## src/dma_control_regs.svh

```systemverilog
`ifndef DMA_CONTROL_REGS_SVH
`define DMA_CONTROL_REGS_SVH

// chip select window of the engine's own registers
`define DMA_CS_LO 8'hC0
`define DMA_CS_HI 8'hCE

// parallel status, control and auxiliary ports
`define STATUS_PORT 8'hD0
`define CONTROL_PORT 8'hD1
`define AUX_PORT 8'hD2

// i/o latch write ports
`define AVAIL1_PORT 8'h02
`define AVAIL2_PORT 8'h03
`define AVAIL3_PORT 8'h04
`define SEQ_CLEAR_PORT 8'h07

// engine register index that clears the byte pointer
`define IDX_BYTE_CLEAR 4'hC

// control port bit positions
`define CTL_CLEAR 0
`define CTL_READ_ADDR 1
`define CTL_FORCE_BAD 2
`define CTL_ACCEPT_ALL 3
`define CTL_NORMAL 4
`define CTL_LOOP 5
`define CTL_RX_EN 6
`define CTL_TX_EN 7

// auxiliary port bit positions
`define AUX_CABLE_LOOP 0
`define AUX_LED 1
`define AUX_LOCK 2

// reset values: all enables and loopbacks inactive
`define CONTROL_RESET 8'hFA
`define AUX_RESET 4'h5
`define SEQ_RESET 3'h1

// sram window as seen by the cpu; engine address 0 is its first byte
`define SRAM_CPU_BASE 20'hF0000
// receive base count that firmware loads (1521)
`define RX_FRAME_COUNT 16'h05F1

`endif

```

## src/dummy_end_marker_not_used.sv

```systemverilog
`default_nettype none
`default_nettype wire

```

## src/dma_control_pkg.sv

```systemverilog
`default_nettype none
package dma_control_pkg;
   typedef enum logic [5:0] {
      ST_IDLE = 6'h01,
      ST_WAIT = 6'h02,
      ST_ADDR = 6'h04,
      ST_STROBE = 6'h08,
      ST_READ = 6'h10,
      ST_WRITE = 6'h20
   } byte_latch_strobe_state_t;
   typedef logic [1:0] chan_idx_t;
   typedef logic [15:0] dma_word_t;
endpackage
`default_nettype wire

```

## src/dma_chan_if.sv

```systemverilog
`default_nettype none
interface dma_chan_if;
   import dma_control_pkg::*;
   logic load;
   logic load_cnt;
   logic hi_byte;
   logic [7:0] wdata;
   logic step;
   logic reinit;
   dma_word_t cur_addr;
   dma_word_t cur_cnt;
   logic last;
   modport ctrl (output load, load_cnt, hi_byte, wdata, step, reinit,
                 input cur_addr, cur_cnt, last);
   modport chan (input load, load_cnt, hi_byte, wdata, step, reinit,
                 output cur_addr, cur_cnt, last);
endinterface
`default_nettype wire

```

## src/dma_channel.sv

```systemverilog
`default_nettype none
module dma_channel
   import dma_control_pkg::*;
(
   input wire logic clk_i,
   input wire logic sys_rst_i,
   dma_chan_if.chan bus
);
   dma_word_t base_addr_reg;
   dma_word_t base_cnt_reg;
   dma_word_t cur_addr_reg;
   dma_word_t cur_cnt_reg;

   // cpu load writes base and current together, one byte at a time
   always_ff @(posedge clk_i) begin
      if (sys_rst_i) begin
         base_addr_reg <= 16'h0000;
         base_cnt_reg <= 16'h0000;
         cur_addr_reg <= 16'h0000;
         cur_cnt_reg <= 16'h0000;
      end else if (bus.load) begin
         if (bus.load_cnt && bus.hi_byte) begin
            base_cnt_reg[15:8] <= bus.wdata;
            cur_cnt_reg[15:8] <= bus.wdata;
         end else if (bus.load_cnt) begin
            base_cnt_reg[7:0] <= bus.wdata;
            cur_cnt_reg[7:0] <= bus.wdata;
         end else if (bus.hi_byte) begin
            base_addr_reg[15:8] <= bus.wdata;
            cur_addr_reg[15:8] <= bus.wdata;
         end else begin
            base_addr_reg[7:0] <= bus.wdata;
            cur_addr_reg[7:0] <= bus.wdata;
         end
      end else if (bus.reinit) begin
         cur_addr_reg <= base_addr_reg;
         cur_cnt_reg <= base_cnt_reg;
      end else if (bus.step) begin
         cur_addr_reg <= cur_addr_reg + 16'h0001;
         cur_cnt_reg <= cur_cnt_reg - 16'h0001;
      end
   end

   assign bus.cur_addr = cur_addr_reg;
   assign bus.cur_cnt = cur_cnt_reg;
   // this byte brings the count to zero
   assign bus.last = (cur_cnt_reg == 16'h0001);
endmodule
`default_nettype wire

```

## src/dma_control.sv

```systemverilog
`include "dma_control_regs.svh"
`default_nettype none
module dma_control
   import dma_control_pkg::*;
(
   input wire logic clk_i,
   input wire logic sys_rst_i,
   input wire logic [7:0] cpu_io_addr_i,
   input wire logic cpu_io_rd_i,
   input wire logic cpu_io_wr_i,
   input wire logic [7:0] cpu_wdata_i,
   output logic [7:0] cpu_rdata_o,
   input wire logic transmit_request_i,
   input wire logic receive_request_synced_n_i,
   input wire logic receive_complete_pulse_i,
   input wire logic byte_ready_i,
   input wire logic end_of_process_n_i,
   output logic end_of_process_n_o,
   output logic end_of_process_oe_n_o,
   input wire logic host_interrupt_pending_i,
   input wire logic carrier_present_i,
   input wire logic transmit_in_progress_i,
   input wire logic length_error_i,
   input wire logic crc_error_i,
   input wire logic transmit_timeout_i,
   input wire logic transmit_collision_i,
   input wire logic [3:0] jumper_i,
   output logic hold_request_o,
   output logic cpu_lockout_o,
   output logic bus_grant_o,
   output logic onboard_ready_o,
   output logic address_enable_o,
   output logic address_strobe_o,
   output logic [7:0] dma_data_o,
   output logic [12:0] mem_addr_o,
   output logic dma_io_read_n_o,
   output logic dma_io_write_n_o,
   output logic dma_memory_read_n_o,
   output logic dma_memory_write_n_o,
   output logic receive_available_n_o,
   output logic [2:0] receive_done_o,
   output logic [7:0] serializer_control_o,
   output logic [3:0] aux_control_o
);
   byte_latch_strobe_state_t state_reg;
   chan_idx_t active_reg;
   logic hold_reg, lockout_reg, grant_reg, ready_reg;
   logic aen_reg, strobe_reg, ior_n_reg, iow_n_reg, memr_n_reg, dma_memory_write_n_n_reg;
   logic eop_n_reg, avail_n_reg, ptr_reg, rcp_d_reg;
   logic [7:0] data_reg, lo_reg, rdata_reg, ctl_reg;
   logic [4:0] hi_latch_reg;
   logic [3:0] aux_reg;
   logic [2:0] seq_reg, avail_reg, avail_next, done_reg;
   dma_word_t cur_addr_w [4];
   dma_word_t cur_cnt_w [4];
   logic [3:0] last_w, req_w, reinit_w;
   logic [2:0] rx_req_w, avail_set_w, rx_done_w;
   logic [3:0] idx_w;
   logic cs_w, prog_w, prog_wr_w, rx_w, last_now_w, stop_w, eop_evt_w, step_w;
   logic rcp_fall_w, crc_reinit_w, seq_clear_w;
   dma_word_t sel_word_w;
   logic [7:0] status_w, rd_mux_w;

   // engine select decode and program condition
   assign cs_w = (cpu_io_rd_i || cpu_io_wr_i) && cpu_io_addr_i >= `DMA_CS_LO
      && cpu_io_addr_i <= `DMA_CS_HI;
   assign prog_w = cs_w && !hold_reg && state_reg == ST_IDLE;
   assign prog_wr_w = prog_w && cpu_io_wr_i;
   assign idx_w = cpu_io_addr_i[3:0];

   // receive requests gated by the sequencer
   assign rx_req_w = receive_request_synced_n_i ? 3'h0 : seq_reg;
   assign req_w = {rx_req_w, transmit_request_i};
   assign rx_w = (active_reg != 2'h0);
   assign last_now_w = last_w[active_reg];
   assign step_w = (state_reg == ST_WRITE);
   assign eop_evt_w = step_w && (last_now_w || !end_of_process_n_i);
   // transmit ignores request loss; receive stops on any of three
   assign stop_w = rx_w ? (eop_evt_w || !req_w[active_reg]) : last_now_w;
   assign rcp_fall_w = rcp_d_reg && !receive_complete_pulse_i;
   assign crc_reinit_w = rcp_fall_w && ctl_reg[`CTL_NORMAL] && crc_error_i;
   assign rx_done_w = (rcp_fall_w && !crc_reinit_w) ? seq_reg : 3'h0;
   assign seq_clear_w = cpu_io_wr_i && cpu_io_addr_i == `SEQ_CLEAR_PORT;
   assign avail_set_w = {3{cpu_io_wr_i}} & {cpu_io_addr_i == `AVAIL3_PORT,
      cpu_io_addr_i == `AVAIL2_PORT, cpu_io_addr_i == `AVAIL1_PORT};

   // autoinit of the served channel, or of the receive channel on crc error in normal mode
   always_comb begin
      reinit_w = 4'h0;
      if (eop_evt_w) begin
         reinit_w[active_reg] = 1'b1;
      end
      if (crc_reinit_w) begin
         reinit_w[3:1] = reinit_w[3:1] | seq_reg;
      end
   end

   // four channel register sets
   for (genvar g = 0; g < 4; g++) begin : g_ch
      dma_chan_if cif ();
      assign cif.load = prog_wr_w && !idx_w[3] && idx_w[2:1] == 2'(g);
      assign cif.load_cnt = idx_w[0];
      assign cif.hi_byte = ptr_reg;
      assign cif.wdata = cpu_wdata_i;
      assign cif.step = step_w && active_reg == 2'(g);
      assign cif.reinit = reinit_w[g];
      assign cur_addr_w[g] = cif.cur_addr;
      assign cur_cnt_w[g] = cif.cur_cnt;
      assign last_w[g] = cif.last;
      dma_channel u_ch (
         .clk_i(clk_i),
         .sys_rst_i(sys_rst_i),
         .bus(cif.chan)
      );
   end

   // status port and cpu read mux
   assign status_w = {transmit_collision_i, transmit_timeout_i, crc_error_i, length_error_i,
      transmit_in_progress_i, carrier_present_i, grant_reg, host_interrupt_pending_i};
   assign sel_word_w = idx_w[0] ? cur_cnt_w[idx_w[2:1]] : cur_addr_w[idx_w[2:1]];
   always_comb begin
      rd_mux_w = 8'h00;
      if (prog_w && !idx_w[3]) begin
         rd_mux_w = ptr_reg ? sel_word_w[15:8] : sel_word_w[7:0];
      end else if (cpu_io_addr_i == `STATUS_PORT) begin
         rd_mux_w = status_w;
      end else if (cpu_io_addr_i == `CONTROL_PORT) begin
         rd_mux_w = ctl_reg;
      end else if (cpu_io_addr_i == `AUX_PORT) begin
         rd_mux_w = {jumper_i, aux_reg};
      end
   end

   // cpu read data and byte pointer
   always_ff @(posedge clk_i) begin
      if (sys_rst_i) begin
         rdata_reg <= 8'h00;
         ptr_reg <= 1'b0;
      end else begin
         if (cpu_io_rd_i) begin
            rdata_reg <= rd_mux_w;
         end
         if (prog_w && idx_w == `IDX_BYTE_CLEAR && cpu_io_wr_i) begin
            ptr_reg <= 1'b0;
         end else if (prog_w && !idx_w[3]) begin
            ptr_reg <= !ptr_reg;
         end
      end
   end

   // control and auxiliary output ports
   always_ff @(posedge clk_i) begin
      if (sys_rst_i) begin
         ctl_reg <= `CONTROL_RESET;
         aux_reg <= `AUX_RESET;
      end else if (cpu_io_wr_i && cpu_io_addr_i == `CONTROL_PORT) begin
         ctl_reg <= cpu_wdata_i;
      end else if (cpu_io_wr_i && cpu_io_addr_i == `AUX_PORT) begin
         aux_reg <= cpu_wdata_i[3:0];
      end
   end
   assign serializer_control_o = ctl_reg;
   assign aux_control_o = aux_reg;

   // receive sequencer: clear by port write, rotate on trailing edge
   always_ff @(posedge clk_i) begin
      if (sys_rst_i) begin
         seq_reg <= `SEQ_RESET;
         rcp_d_reg <= 1'b0;
      end else begin
         rcp_d_reg <= receive_complete_pulse_i;
         if (seq_clear_w) begin
            seq_reg <= `SEQ_RESET;
         end else if (rcp_fall_w) begin
            seq_reg <= {seq_reg[1:0], seq_reg[2]};
         end
      end
   end

   // receive available latches; a set beats a same-cycle clear
   always_comb begin
      avail_next = avail_reg & ~rx_done_w;
      avail_next = avail_next | avail_set_w;
   end
   always_ff @(posedge clk_i) begin
      if (sys_rst_i) begin
         avail_reg <= 3'h0;
         avail_n_reg <= 1'b1;
         done_reg <= 3'h0;
      end else begin
         avail_reg <= avail_next;
         avail_n_reg <= ~|avail_next;
         done_reg <= rx_done_w;
      end
   end

   // bus arbiter: lockout then grant, ready is inverted grant
   always_ff @(posedge clk_i) begin
      if (sys_rst_i) begin
         lockout_reg <= 1'b0;
         grant_reg <= 1'b0;
         ready_reg <= 1'b1;
      end else begin
         lockout_reg <= hold_reg;
         grant_reg <= hold_reg && lockout_reg;
         ready_reg <= !(hold_reg && lockout_reg);
      end
   end

   // transfer sequencer
   always_ff @(posedge clk_i) begin
      if (sys_rst_i) begin
         state_reg <= ST_IDLE;
         active_reg <= 2'h0;
         hold_reg <= 1'b0;
         aen_reg <= 1'b0;
         strobe_reg <= 1'b0;
         data_reg <= 8'h00;
         lo_reg <= 8'h00;
         hi_latch_reg <= 5'h00;
         ior_n_reg <= 1'b1;
         iow_n_reg <= 1'b1;
         memr_n_reg <= 1'b1;
         dma_memory_write_n_n_reg <= 1'b1;
         eop_n_reg <= 1'b1;
      end else begin
         eop_n_reg <= !(step_w && last_now_w);
         case (state_reg)
            ST_IDLE: begin
               if (|req_w) begin
                  hold_reg <= 1'b1;
                  state_reg <= ST_WAIT;
                  if (req_w[0]) begin
                     active_reg <= 2'h0;
                  end else if (req_w[1]) begin
                     active_reg <= 2'h1;
                  end else if (req_w[2]) begin
                     active_reg <= 2'h2;
                  end else begin
                     active_reg <= 2'h3;
                  end
               end
            end
            ST_WAIT: begin
               if (grant_reg) begin
                  aen_reg <= 1'b1;
                  strobe_reg <= 1'b1;
                  data_reg <= cur_addr_w[active_reg][15:8];
                  lo_reg <= cur_addr_w[active_reg][7:0];
                  state_reg <= ST_ADDR;
               end
            end
            ST_ADDR: begin
               strobe_reg <= 1'b0;
               hi_latch_reg <= data_reg[4:0];
               state_reg <= ST_STROBE;
            end
            ST_STROBE: begin
               // receive request gone before the next byte: give the bus back
               if (rx_w && !req_w[active_reg]) begin
                  hold_reg <= 1'b0;
                  aen_reg <= 1'b0;
                  state_reg <= ST_IDLE;
               end else if (byte_ready_i) begin
                  if (rx_w) begin
                     ior_n_reg <= 1'b0;
                  end else begin
                     memr_n_reg <= 1'b0;
                  end
                  state_reg <= ST_READ;
               end
            end
            ST_READ: begin
               if (rx_w) begin
                  dma_memory_write_n_n_reg <= !ctl_reg[`CTL_LOOP] || !aux_reg[`AUX_CABLE_LOOP];
               end else begin
                  iow_n_reg <= 1'b0;
               end
               state_reg <= ST_WRITE;
            end
            ST_WRITE: begin
               ior_n_reg <= 1'b1;
               iow_n_reg <= 1'b1;
               memr_n_reg <= 1'b1;
               dma_memory_write_n_n_reg <= 1'b1;
               if (stop_w) begin
                  hold_reg <= 1'b0;
                  aen_reg <= 1'b0;
                  state_reg <= ST_IDLE;
               end else begin
                  state_reg <= ST_WAIT;
               end
            end
            default: begin
               state_reg <= ST_IDLE;
            end
         endcase
      end
   end

   assign cpu_rdata_o = rdata_reg;
   assign end_of_process_n_o = eop_n_reg;
   assign end_of_process_oe_n_o = eop_n_reg;
   assign hold_request_o = hold_reg;
   assign cpu_lockout_o = lockout_reg;
   assign bus_grant_o = grant_reg;
   assign onboard_ready_o = ready_reg;
   assign address_enable_o = aen_reg;
   assign address_strobe_o = strobe_reg;
   assign dma_data_o = data_reg;
   assign mem_addr_o = {hi_latch_reg, lo_reg};
   assign dma_io_read_n_o = ior_n_reg;
   assign dma_io_write_n_o = iow_n_reg;
   assign dma_memory_read_n_o = memr_n_reg;
   assign dma_memory_write_n_o = dma_memory_write_n_n_reg;
   assign receive_available_n_o = avail_n_reg;
   assign receive_done_o = done_reg;
endmodule
`default_nettype wire

```

## config.mk

```make
export PLATFORM = sky130hd
export DESIGN_NAME = dma_control
export DESIGN_NICKNAME = d
export VERILOG_FILES = /design/src/dummy_end_marker_not_used.sv /design/src/dma_control_pkg.sv /design/src/dma_chan_if.sv /design/src/dma_channel.sv /design/src/dma_control.sv
export VERILOG_INCLUDE_DIRS = /design/src
export SDC_FILE = /design/constraint.sdc
export NUM_CORES = 1
export LEC_CHECK = 0
export BUFFER_PORTS_ARGS = -buffer_cell sky130_fd_sc_hd__buf_2
export CORE_ASPECT_RATIO = 2
export CORE_UTILIZATION = 45
export CTS_CLUSTER_SIZE = 14
export DETAILED_ROUTE_END_ITERATION = 10
export GPL_TIMING_DRIVEN = 0
export SYNTH_ARGS = -nofsm -noshare
export SYNTH_HDL_FRONTEND = slang
export SYNTH_SLANG_ARGS = --single-unit
```

## constraint.sdc

```tcl
create_clock -name clk_i -period 3.51 [get_ports clk_i]
set_input_delay 0.702 -clock clk_i [delete_from_list [all_inputs] [get_ports clk_i]]
set_output_delay 0.702 -clock clk_i [all_outputs]
set_load 0.03 [all_outputs]
```

After elaboration in Yosys (flattened, before gate mapping) --
Index checks and enable logic that the tools add are counted.
Word-level totals: memory bits (read-only) 0, bits in latches 0, input port bits 36, memories kept 0, RAM bits 0, register bits after elaboration 328, output and inout port bits 57
Cells by class: bitwise operators 11, divide/modulo/power cells 0, multiplexer cells 84, reductions and logical operators 105, equality and inequality tests 59, add/subtract/negate cells 8, $mul 0, magnitude comparators 6, shifts and indexed selects 0
Operators with widths (count):
- 2-to-1 mux 16 bit | 33
- binary-select mux 16 bit (select 2 bit) | 3
- 2-to-1 mux 8 bit | 10
- AND reduction 4 bit | 20
- adder 16 x 1 -> 16 bit (second input constant) | 4
- equality test 16 x 1 -> 1 bit (second input constant) | 4
- subtractor 16 x 1 -> 16 bit (second input constant) | 4
- inequality test 2 bit (second input constant) | 29
- case mux 6 bit (6 select lines) | 1
- logical AND 1 bit | 30
- AND reduction 2 bit | 14
- AND reduction 3 bit | 9
- equality test 8 bit (second input constant) | 3
- 2-to-1 mux 6 bit | 4
- nonzero test 3 bit | 6
- equality test 8 x 2 -> 1 bit (second input constant) | 2
- equality test 8 x 3 -> 1 bit (second input constant) | 2
- 2-to-1 mux 1 bit | 16
- logical NOT 1 bit | 12
- inequality test 2 x 1 -> 1 bit (second input constant) | 5
- case mux 1 bit (2 select lines) | 5
- 2-to-1 mux 3 bit | 3
- equality test 2 bit (second input constant) | 4
- greater-or-equal comparator 8 bit (second input constant) | 1
- other kinds (29) | 49

Logic depth before layout (Yosys ltp) --
Gate-level depths: netlist (run 1).
depth after elaboration 12, mapped depth 11, depth with buffers taken out 9

By module --
From an unflattened synthesis (run 1), not the netlist that was laid out.
Unflattened totals: cells, all modules 2274, area total of the unflattened synthesis 18570.3 µm²
By module, submodules not included:
- dma_channel | area each 3474.6 µm², times used 4, cells an instance 449
- dma_control | area each 4672.0 µm², times used 1, cells an instance 478

Worst setup path before layout (run 1) --
OpenSTA, ideal clock, no wires.
kind in2reg, start point input receive_complete_pulse_i, end point register g_ch[2].u_ch.cur_addr_reg[7], data required time 3446 ps, cell stages on the path 10, data arrival time 2712 ps, library setup time 64 ps, path slack 734 ps, path through and4b_1 > clkbuf_1 > and2_1 > clkbuf_1 > a21o_1 > nand3_1 > or3_1 > clkbuf_1 > or3_1 > nand4_1
On the way: longest elaborated chain between the ends 7
RTL lines:
- start: declaration | RTL line dma_control.sv:15 | input wire logic receive_complete_pulse_i,
- logical NOT 1 bit * | RTL line dma_control.sv:80 | assign rcp_fall_w = rcp_d_reg && !receive_complete_pulse_i;
- logical AND 1 bit * | RTL line dma_control.sv:80
- logical AND 1 bit * (2 in series) | RTL line dma_control.sv:81 | assign crc_reinit_w = rcp_fall_w && ctl_reg[`CTL_NORMAL] && crc_error_i;
- 2-to-1 mux 3 bit * | RTL line dma_control.sv:93 | if (crc_reinit_w) begin
- nonzero test 3 bit (no source line) / 2-to-1 mux 16 bit (equally long branches)
- AND reduction 4 bit (no source line) / 2-to-1 mux 16 bit (equally long branches)
- end signal: assignment | RTL line dma_channel.sv:33 | cur_addr_reg[7:0] <= bus.wdata;
- end signal: assignment | RTL line dma_channel.sv:36 | cur_addr_reg <= base_addr_reg;
- end signal: assignment | RTL line dma_channel.sv:39 | cur_addr_reg <= cur_addr_reg + 16'h0001;
- end: declaration | RTL line dma_channel.sv:11 | dma_word_t cur_addr_reg;
Mark *: on every way between the ends. The rest lies on a longest branch, timed or not. A chain may end at the register's enable or synchronous reset.

Worst setup path in the final report (run 1) --
start point register g_ch[3].u_ch.cur_cnt_reg[10], end point register g_ch[2].u_ch.cur_cnt_reg[2]
On the way: longest elaborated chain between the ends 10
RTL lines:
- start: declaration | RTL line dma_channel.sv:12 | dma_word_t cur_cnt_reg;
- start signal: assignment | RTL line dma_channel.sv:24 | cur_cnt_reg[15:8] <= bus.wdata;
- start signal: assignment | RTL line dma_channel.sv:37 | cur_cnt_reg <= base_cnt_reg;
- start signal: assignment | RTL line dma_channel.sv:40 | cur_cnt_reg <= cur_cnt_reg - 16'h0001;
- equality test 16 x 1 -> 1 bit * | RTL line dma_channel.sv:47 | assign bus.last = (cur_cnt_reg == 16'h0001);
- binary-select mux 1 bit (select 2 bit) * | RTL line dma_control.sv:75 | assign last_now_w = last_w[active_reg];
- 2-to-1 mux 1 bit (not written as such) * | RTL line dma_control.sv:75
- logical OR 1 bit * | RTL line dma_control.sv:77 | assign eop_evt_w = step_w && (last_now_w || !end_of_process_n_i);
- logical AND 1 bit * | RTL line dma_control.sv:77
- 2-to-1 mux 4 bit * | RTL line dma_control.sv:90 | if (eop_evt_w) begin
- OR 3 bit | RTL line dma_control.sv:94 | reinit_w[3:1] = reinit_w[3:1] | seq_reg;
- 2-to-1 mux 3 bit * | RTL line dma_control.sv:93
- nonzero test 3 bit (no source line) / 2-to-1 mux 16 bit (equally long branches)
- AND reduction 3 bit (no source line) / 2-to-1 mux 16 bit (equally long branches)
- end signal: assignment | RTL line dma_channel.sv:27 | cur_cnt_reg[7:0] <= bus.wdata;
- end signal: assignment | RTL line dma_channel.sv:37
- end signal: assignment | RTL line dma_channel.sv:40
- end: declaration | RTL line dma_channel.sv:12
Mark *: on every way between the ends. The rest lies on a longest branch, timed or not. The select of a mux whose other input is x is not followed.

==> run metrics, run 1 <==
Cells after Synth 2229; DR iter-0 viols between 2000 and 2500; cell family with most CP delay simple AND/OR/NAND/NOR gates; Top Ports 93; Residual DRC 0; via count around 20000; clk sinks 328; Primary FF master, synth dfxtp_1; Power Dens Cells roughly 440 nW/um^2; Overall Power between 8 and 9 mW; RSZ-0062 raised after global routing no; total CTS buffers 31; largest net degree at the start of global routing 16; async set-reset flop share out of synthesis 0%; Critical Path RT ~4.0 ns; hpwl dp between 70000 and 80000 um; Max Cap Violations 3; Post-synth EDFFs 0; largest area contributor in the netlist dfxtp_1; Placeable Area ~39000 um^2; #FFs+latches synth 328; final antenna-violating net count 0; # port buffers 86; fmax around 280 MHz; Worst setup SP type flop; setup tns final -0.389 ns; CP Class flop to flop; share of post-route cells with drive strength above 1 12.5%; crit path time final 3.57 ns; failing checks capacitance limit, slew limit, setup timing; sequential area share after synthesis between 30% and 40%; DIE AREA 40600 um^2; std cell rows slightly above 100; Worst Setup End Kind flop; die width between 100 and 150 um; Switching Share between 20% and 30%; clk_lat worst skew approximately 0.62 ns; Final Hold Viols 0; flop2flop setup slack -0.06 ns; Clk pwr share between 40% and 50%; combinational power share 14.5%; relative slew slack -3.07%; sequential power share a little over two fifths; total grt overflow 0; Area Growth Syn to Fin 13.5%; cell area after synthesis 17900 um^2; largest cells by area after synthesis dfxtp_1 (37%), nand2_1 (8.9%), mux4_2 (7.2%), a21oi_1 (6.4%), nor2_1 (4.2%); switching power total 2.65 mW; worst path arrival time 4.01 ns; period utilization 102%; warning count from the yosys run 0; most frequent cells in the layout nand2_1 (421), dfxtp_1 (325), a21oi_1 (228), nor2_1 (189), clkbuf_1 (120); CTS Root Cell clkbuf_16; Slowest-stage cell, CP or4_1; Layout Nets about 2400; post-synthesis cell type count 82; CTS tree built; GRT Overall Usage around half; Max Clock Skew 0.0247 ns; hold_buf cts 0; Syn Area/Cell ~8 um^2; Leakage between 7 and 8 nW; Final setup viols 16; status finished, violations left; per-cell routed wire length approximately 33 um; clock slew at reported path FFs around 0.07 ns; initial antenna violation count 10; Final Wtd Congestion ~1.1; net count after synthesis 2277; internal power roughly 6.2 mW; most common cell after layout, fill and taps aside nand2_1; Clock Tree Buf Depth 3; die span in y between 200 and 300 um; Hold Path Class primary input to flop; first-pass GRT wire length roughly 140000 um; Worst Tran Pin Value around 1.5 ns; via/cell ratio approximately 6.8; fin worst setup slack -0.0553 ns; Synth top area share between 30 and 40%; DR pass1 iterations 5; Detailed Route WL about 97000 um; Final Cell Area around 20000 um^2; Initial Util between 40 and 50%; Hold Slack roughly 0.33 ns; vias in the first global route between 15000 and 20000; post-layout util 51.6%; Max VDD drop approximately 480 uV; crit-path max cell delay around 0.61 ns; H-tree Lvls 1; final slew viol count 33; Placed Area 19000 um^2; critical-path cell list or4_1 > nor2_1 > a32oi_4 > nand3_4 > buf_4 > buf_2 > nor3_1 > a21oi_1 > o22ai_1; CP Buf/Inv Count 2; worst-path fanout max 10
final timing paths:
check | from | end | cells past startpoint
setup reg to reg | g_ch[3].u_ch.bus.cur_cnt[10] | g_ch[2].u_ch.bus.cur_cnt[2] | 9
hold reg to reg | cpu_lockout_o | onboard_ready_o | 1
hold / removal | receive_complete_pulse_i | rcp_d_reg | 2
setup / recovery | g_ch[3].u_ch.bus.cur_cnt[10] | g_ch[2].u_ch.bus.cur_cnt[2] | 9
cells in the mapped netlist, types with 5 or more instances:
cell type / instances
or4_1: 7
mux2i_1: 36
and3_1: 34
or3_1: 13
a21oi_1: 228
nand3b_1: 7
a32oi_1: 7
xor2_1: 48
nand3_1: 88
a311oi_1: 19
o211ai_1: 10
a22oi_1: 29
dfxtp_1: 328
buf_1: 11
nor4_1: 24
o22ai_1: 38
a221oi_1: 6
buf_4: 5
ha_1: 12
nor3_1: 63
buf_2: 13
nor2_1: 200
and2_1: 8
inv_1: 18
a31oi_1: 18
nor2b_1: 25
a21o_1: 6
nand2b_1: 11
a211o_1: 11
nand4_1: 20
o21ai_0: 60
a21boi_0: 27
o21ai_1: 5
o221ai_1: 23
o32ai_1: 16
clkbuf_1: 129
mux4_2: 57
nand2_1: 424
a211oi_1: 15
o31ai_1: 8
xnor2_1: 44
routing by layer:
layer	share of wire, %	vias to the layer above	track usage [%]	wire (um)
met5	0.013	-	0	13
met4	13	2	51.5	12800
met2	46	1361	77.0	44400
met1	31	9423	47.4	30400
li1	-	8295	-	-
met3	9.7	621	13.3	9420
through the flow:
| step | std cells | setup WS [ns] |
|---|---|---|
| after floorplan | 2229 | 0.734 |
| after global placement | 2840 | -1.04 |
| after detailed placement | 2842 | -0.740 |
| after CTS | 2899 | 0.00851 |
| after global routing | 2897 | 0.00715 |
| final | 2903 | -0.0553 |
what timing repair did:
action,4_1_cts,5_1_grt
resized for setup,34,23
pin swaps,1,0
setup endpoints to repair,200,116
buffers inserted,2,0
layout make-up:
type | count | area (um^2)
multi-input cells | 1718 | 10800
well taps | 525 | 657
repair buffers | 90 | 460
diodes | 6 | 15.0
plain buffers | 159 | 682
flip-flops and latches | 328 | 6570
fillers | 3895 | 19000
clock buffers | 45 | 908
clock inverters | 12 | 170
inverters | 20 | 75.1
cell families after synthesis:
| logic type | after synthesis | share of synthesized area [%] |
|---|---|---|
| xor gates and xnor gates | 92 | 4.51 |
| DFF | 328 | 36.7 |
| adders and majority gates | 12 | 0.840 |
| and+or+nand+nor | 952 | 24.1 |
| AOI/OAI and AO/OA | 566 | 20.2 |
| buffers and inverters | 183 | 4.21 |
| muxes | 96 | 9.38 |
power by group through the flow:
stage,registers (mW),clock network [mW],logic (mW)
floorplan,3.94,0,0.690
global placement,3.93,0,1.20
detailed placement,3.93,0,1.20
CTS,3.86,3.71,1.23
global route,3.87,3.85,1.32
finish,3.87,3.72,1.29
(Power assumes the default switching activity.)
==> run 2: changes to the inputs <==
Settings changed: ABC_AREA from default to 0, CORE_ASPECT_RATIO 2 to 1.25.
==> run metrics, run 2 (synthesized netlist as in run 1, its figures left out) <==
failing checks capacitance limit, slew limit (was capacitance limit, slew limit, setup timing); final antenna-violating net count 0 (unchanged); CP Class flop to flop (unchanged); Max VDD drop 396 uV (was 478 uV); Max Clock Skew 0.0278 ns (was 0.0247 ns); Critical Path RT 3.93 ns (was 3.95 ns); clk sinks 328 (unchanged); fin worst setup slack 0.0258 ns (was -0.0553 ns); die span in y 225 um (was 284 um); critical-path cell list buf_2 > nor4_4 > buf_4 > a32oi_1 > a31oi_1 > nor2_1 > nand2_1 > a21oi_1 > a311o_1 (was or4_1 > nor2_1 > a32oi_4 > nand3_4 > buf_4 > buf_2 > nor3_1 > a21oi_1 > o22ai_1); initial antenna violation count 2 (was 10); largest net degree at the start of global routing 14 (was 16); GRT Overall Usage 43.7% (was 48.0%); Worst Setup End Kind flop (unchanged); DR pass1 iterations 7 (was 5); final slew viol count 11 (was 33); via count 19300 (was 19700); cell family with most CP delay compound AO/OA/AOI/OAI gates (was simple AND/OR/NAND/NOR gates); status finished, violations left (unchanged); DR iter-0 viols 2412 (was 2071); worst-path fanout max 9 (was 10); clk_lat worst skew 0.55 ns (was 0.62 ns); total grt overflow 0 (unchanged); clock slew at reported path FFs 0.06 ns (was 0.07 ns); Layout Nets 2401 (was 2396); dpl ws -0.643 ns (was -0.740 ns); CP Buf/Inv Count 2 (unchanged); Final Hold Viols 0 (unchanged); Final Wtd Congestion 1.07 (was 1.10); hpwl dp 66700 um (was 72800 um); Detailed Route WL 89700 um (was 97000 um); total CTS buffers 36 (was 31); Slowest-stage cell, CP a31oi_1 (was or4_1); hold_buf cts 0 (unchanged); Residual DRC 0 (unchanged); share of post-route cells with drive strength above 1 12.0% (was 12.5%); vias in the first global route 18200 (was 18800); post-layout util 52.0% (was 51.6%); Power Dens Cells 452 nW/um^2 (was 438 nW/um^2); relative slew slack -5.52% (was -3.07%); Final setup viols 0 (was 16); per-cell routed wire length 31.2 um (was 33.4 um); Hold Path Class flop to flop (was primary input to flop); most frequent cells in the layout nand2_1 (422), dfxtp_1 (328), a21oi_1 (228), nor2_1 (196), clkbuf_1 (119) (was nand2_1 (421), dfxtp_1 (325), a21oi_1 (228), nor2_1 (189), clkbuf_1 (120)); RSZ-0062 raised after global routing yes (was no); Hold Slack 0.402 ns (was 0.331 ns); crit-path max cell delay 0.88 ns (was 0.61 ns); # fillers 3855 (was 3895); die width 180 um (was 143 um); CTS Root Cell clkbuf_16 (unchanged); Clock Tree Buf Depth 3 (unchanged); crit path time final 3.48 ns (was 3.57 ns); Overall Power 9.19 mW (was 8.88 mW); Initial Util 45.7% (was 45.5%); std cell rows 81 (was 103); Leakage 7.49 nW (was 7.42 nW); Area Growth Syn to Fin 13.7% (was 13.5%); Worst Tran Pin Value 1.58 ns (was 1.55 ns); Worst setup SP type flop (unchanged); via/cell ratio 6.72 (was 6.79); period utilization 99.3% (was 102%); Max Cap Violations 1 (was 3); most common cell after layout, fill and taps aside nand2_1 (unchanged); # port buffers 86 (unchanged); CTS tree built (unchanged); DIE AREA 40500 um^2 (was 40600 um^2); first-pass GRT wire length 127000 um (was 136000 um); H-tree Lvls 2 (was 1); Placeable Area 39100 um^2 (was 39300 um^2); Top Ports 93 (unchanged); fmax 287 MHz (was 280 MHz); worst path arrival time 3.90 ns (was 4.01 ns)
==> run 2: what timing repair did <==
action,in CTS,in global routing
gates resized for setup,21,23
buffers inserted,1,1
cloned,0,0
pin swaps,1,0
endpoints found under the setup margin,198,133
==> run 2: per-layer routing <==
layer	global-route usage, %	part of all wire, %
met4	34.7	9.1
met5	0	0
met1	51.4	36
met2	69.1	44
met3	9.70	11
==> run 2: power breakdown <==
part	leakage [nW]	internal [mW]	switching (mW)
Combinational	4.24	0.357	0.884
Sequential	2.65	3.78	0.0798
Clock	0.609	2.43	1.67
Total	7.49	6.56	2.63
==> run 2: final cells by class <==
cell class                 instances  area (um^2)  share of cell area (%)
clock inverter                    10          153                   0.751
buffer                           161          688                    3.39
clock buffer                      51         1080                    5.31
timing repair buffer              88          445                    2.19
tap                              498          623                    3.07
inverter                          20         75.1                   0.369
multi-input combinational       1718        10700                    52.6
antenna                            1         2.50                  0.0123
sequential                       328         6570                    32.3
==> run 2: final timing paths <==
check,slack (ns),cells after the start,startpoint,to
hold / removal,0.40,1,cpu_lockout_o,onboard_ready_o
setup reg to reg,0.03,9,state_reg[3],g_ch[1].u_ch.bus.cur_addr[7]
hold reg to reg,0.40,1,cpu_lockout_o,onboard_ready_o
setup / recovery,0.03,9,state_reg[3],g_ch[1].u_ch.bus.cur_addr[7]
==> run 2: metrics by stage <==
step	instance area [um^2]	TNS [ns]	instances
5_1_grt	20300	-0.197	2874
3_5_place_dp	18900	-69.70	2813
3_3_place_gp	18900	-65.58	2813
2_1_floorplan	17900	0	2229
6_report	20300	0	2875
4_1_cts	20300	0	2875
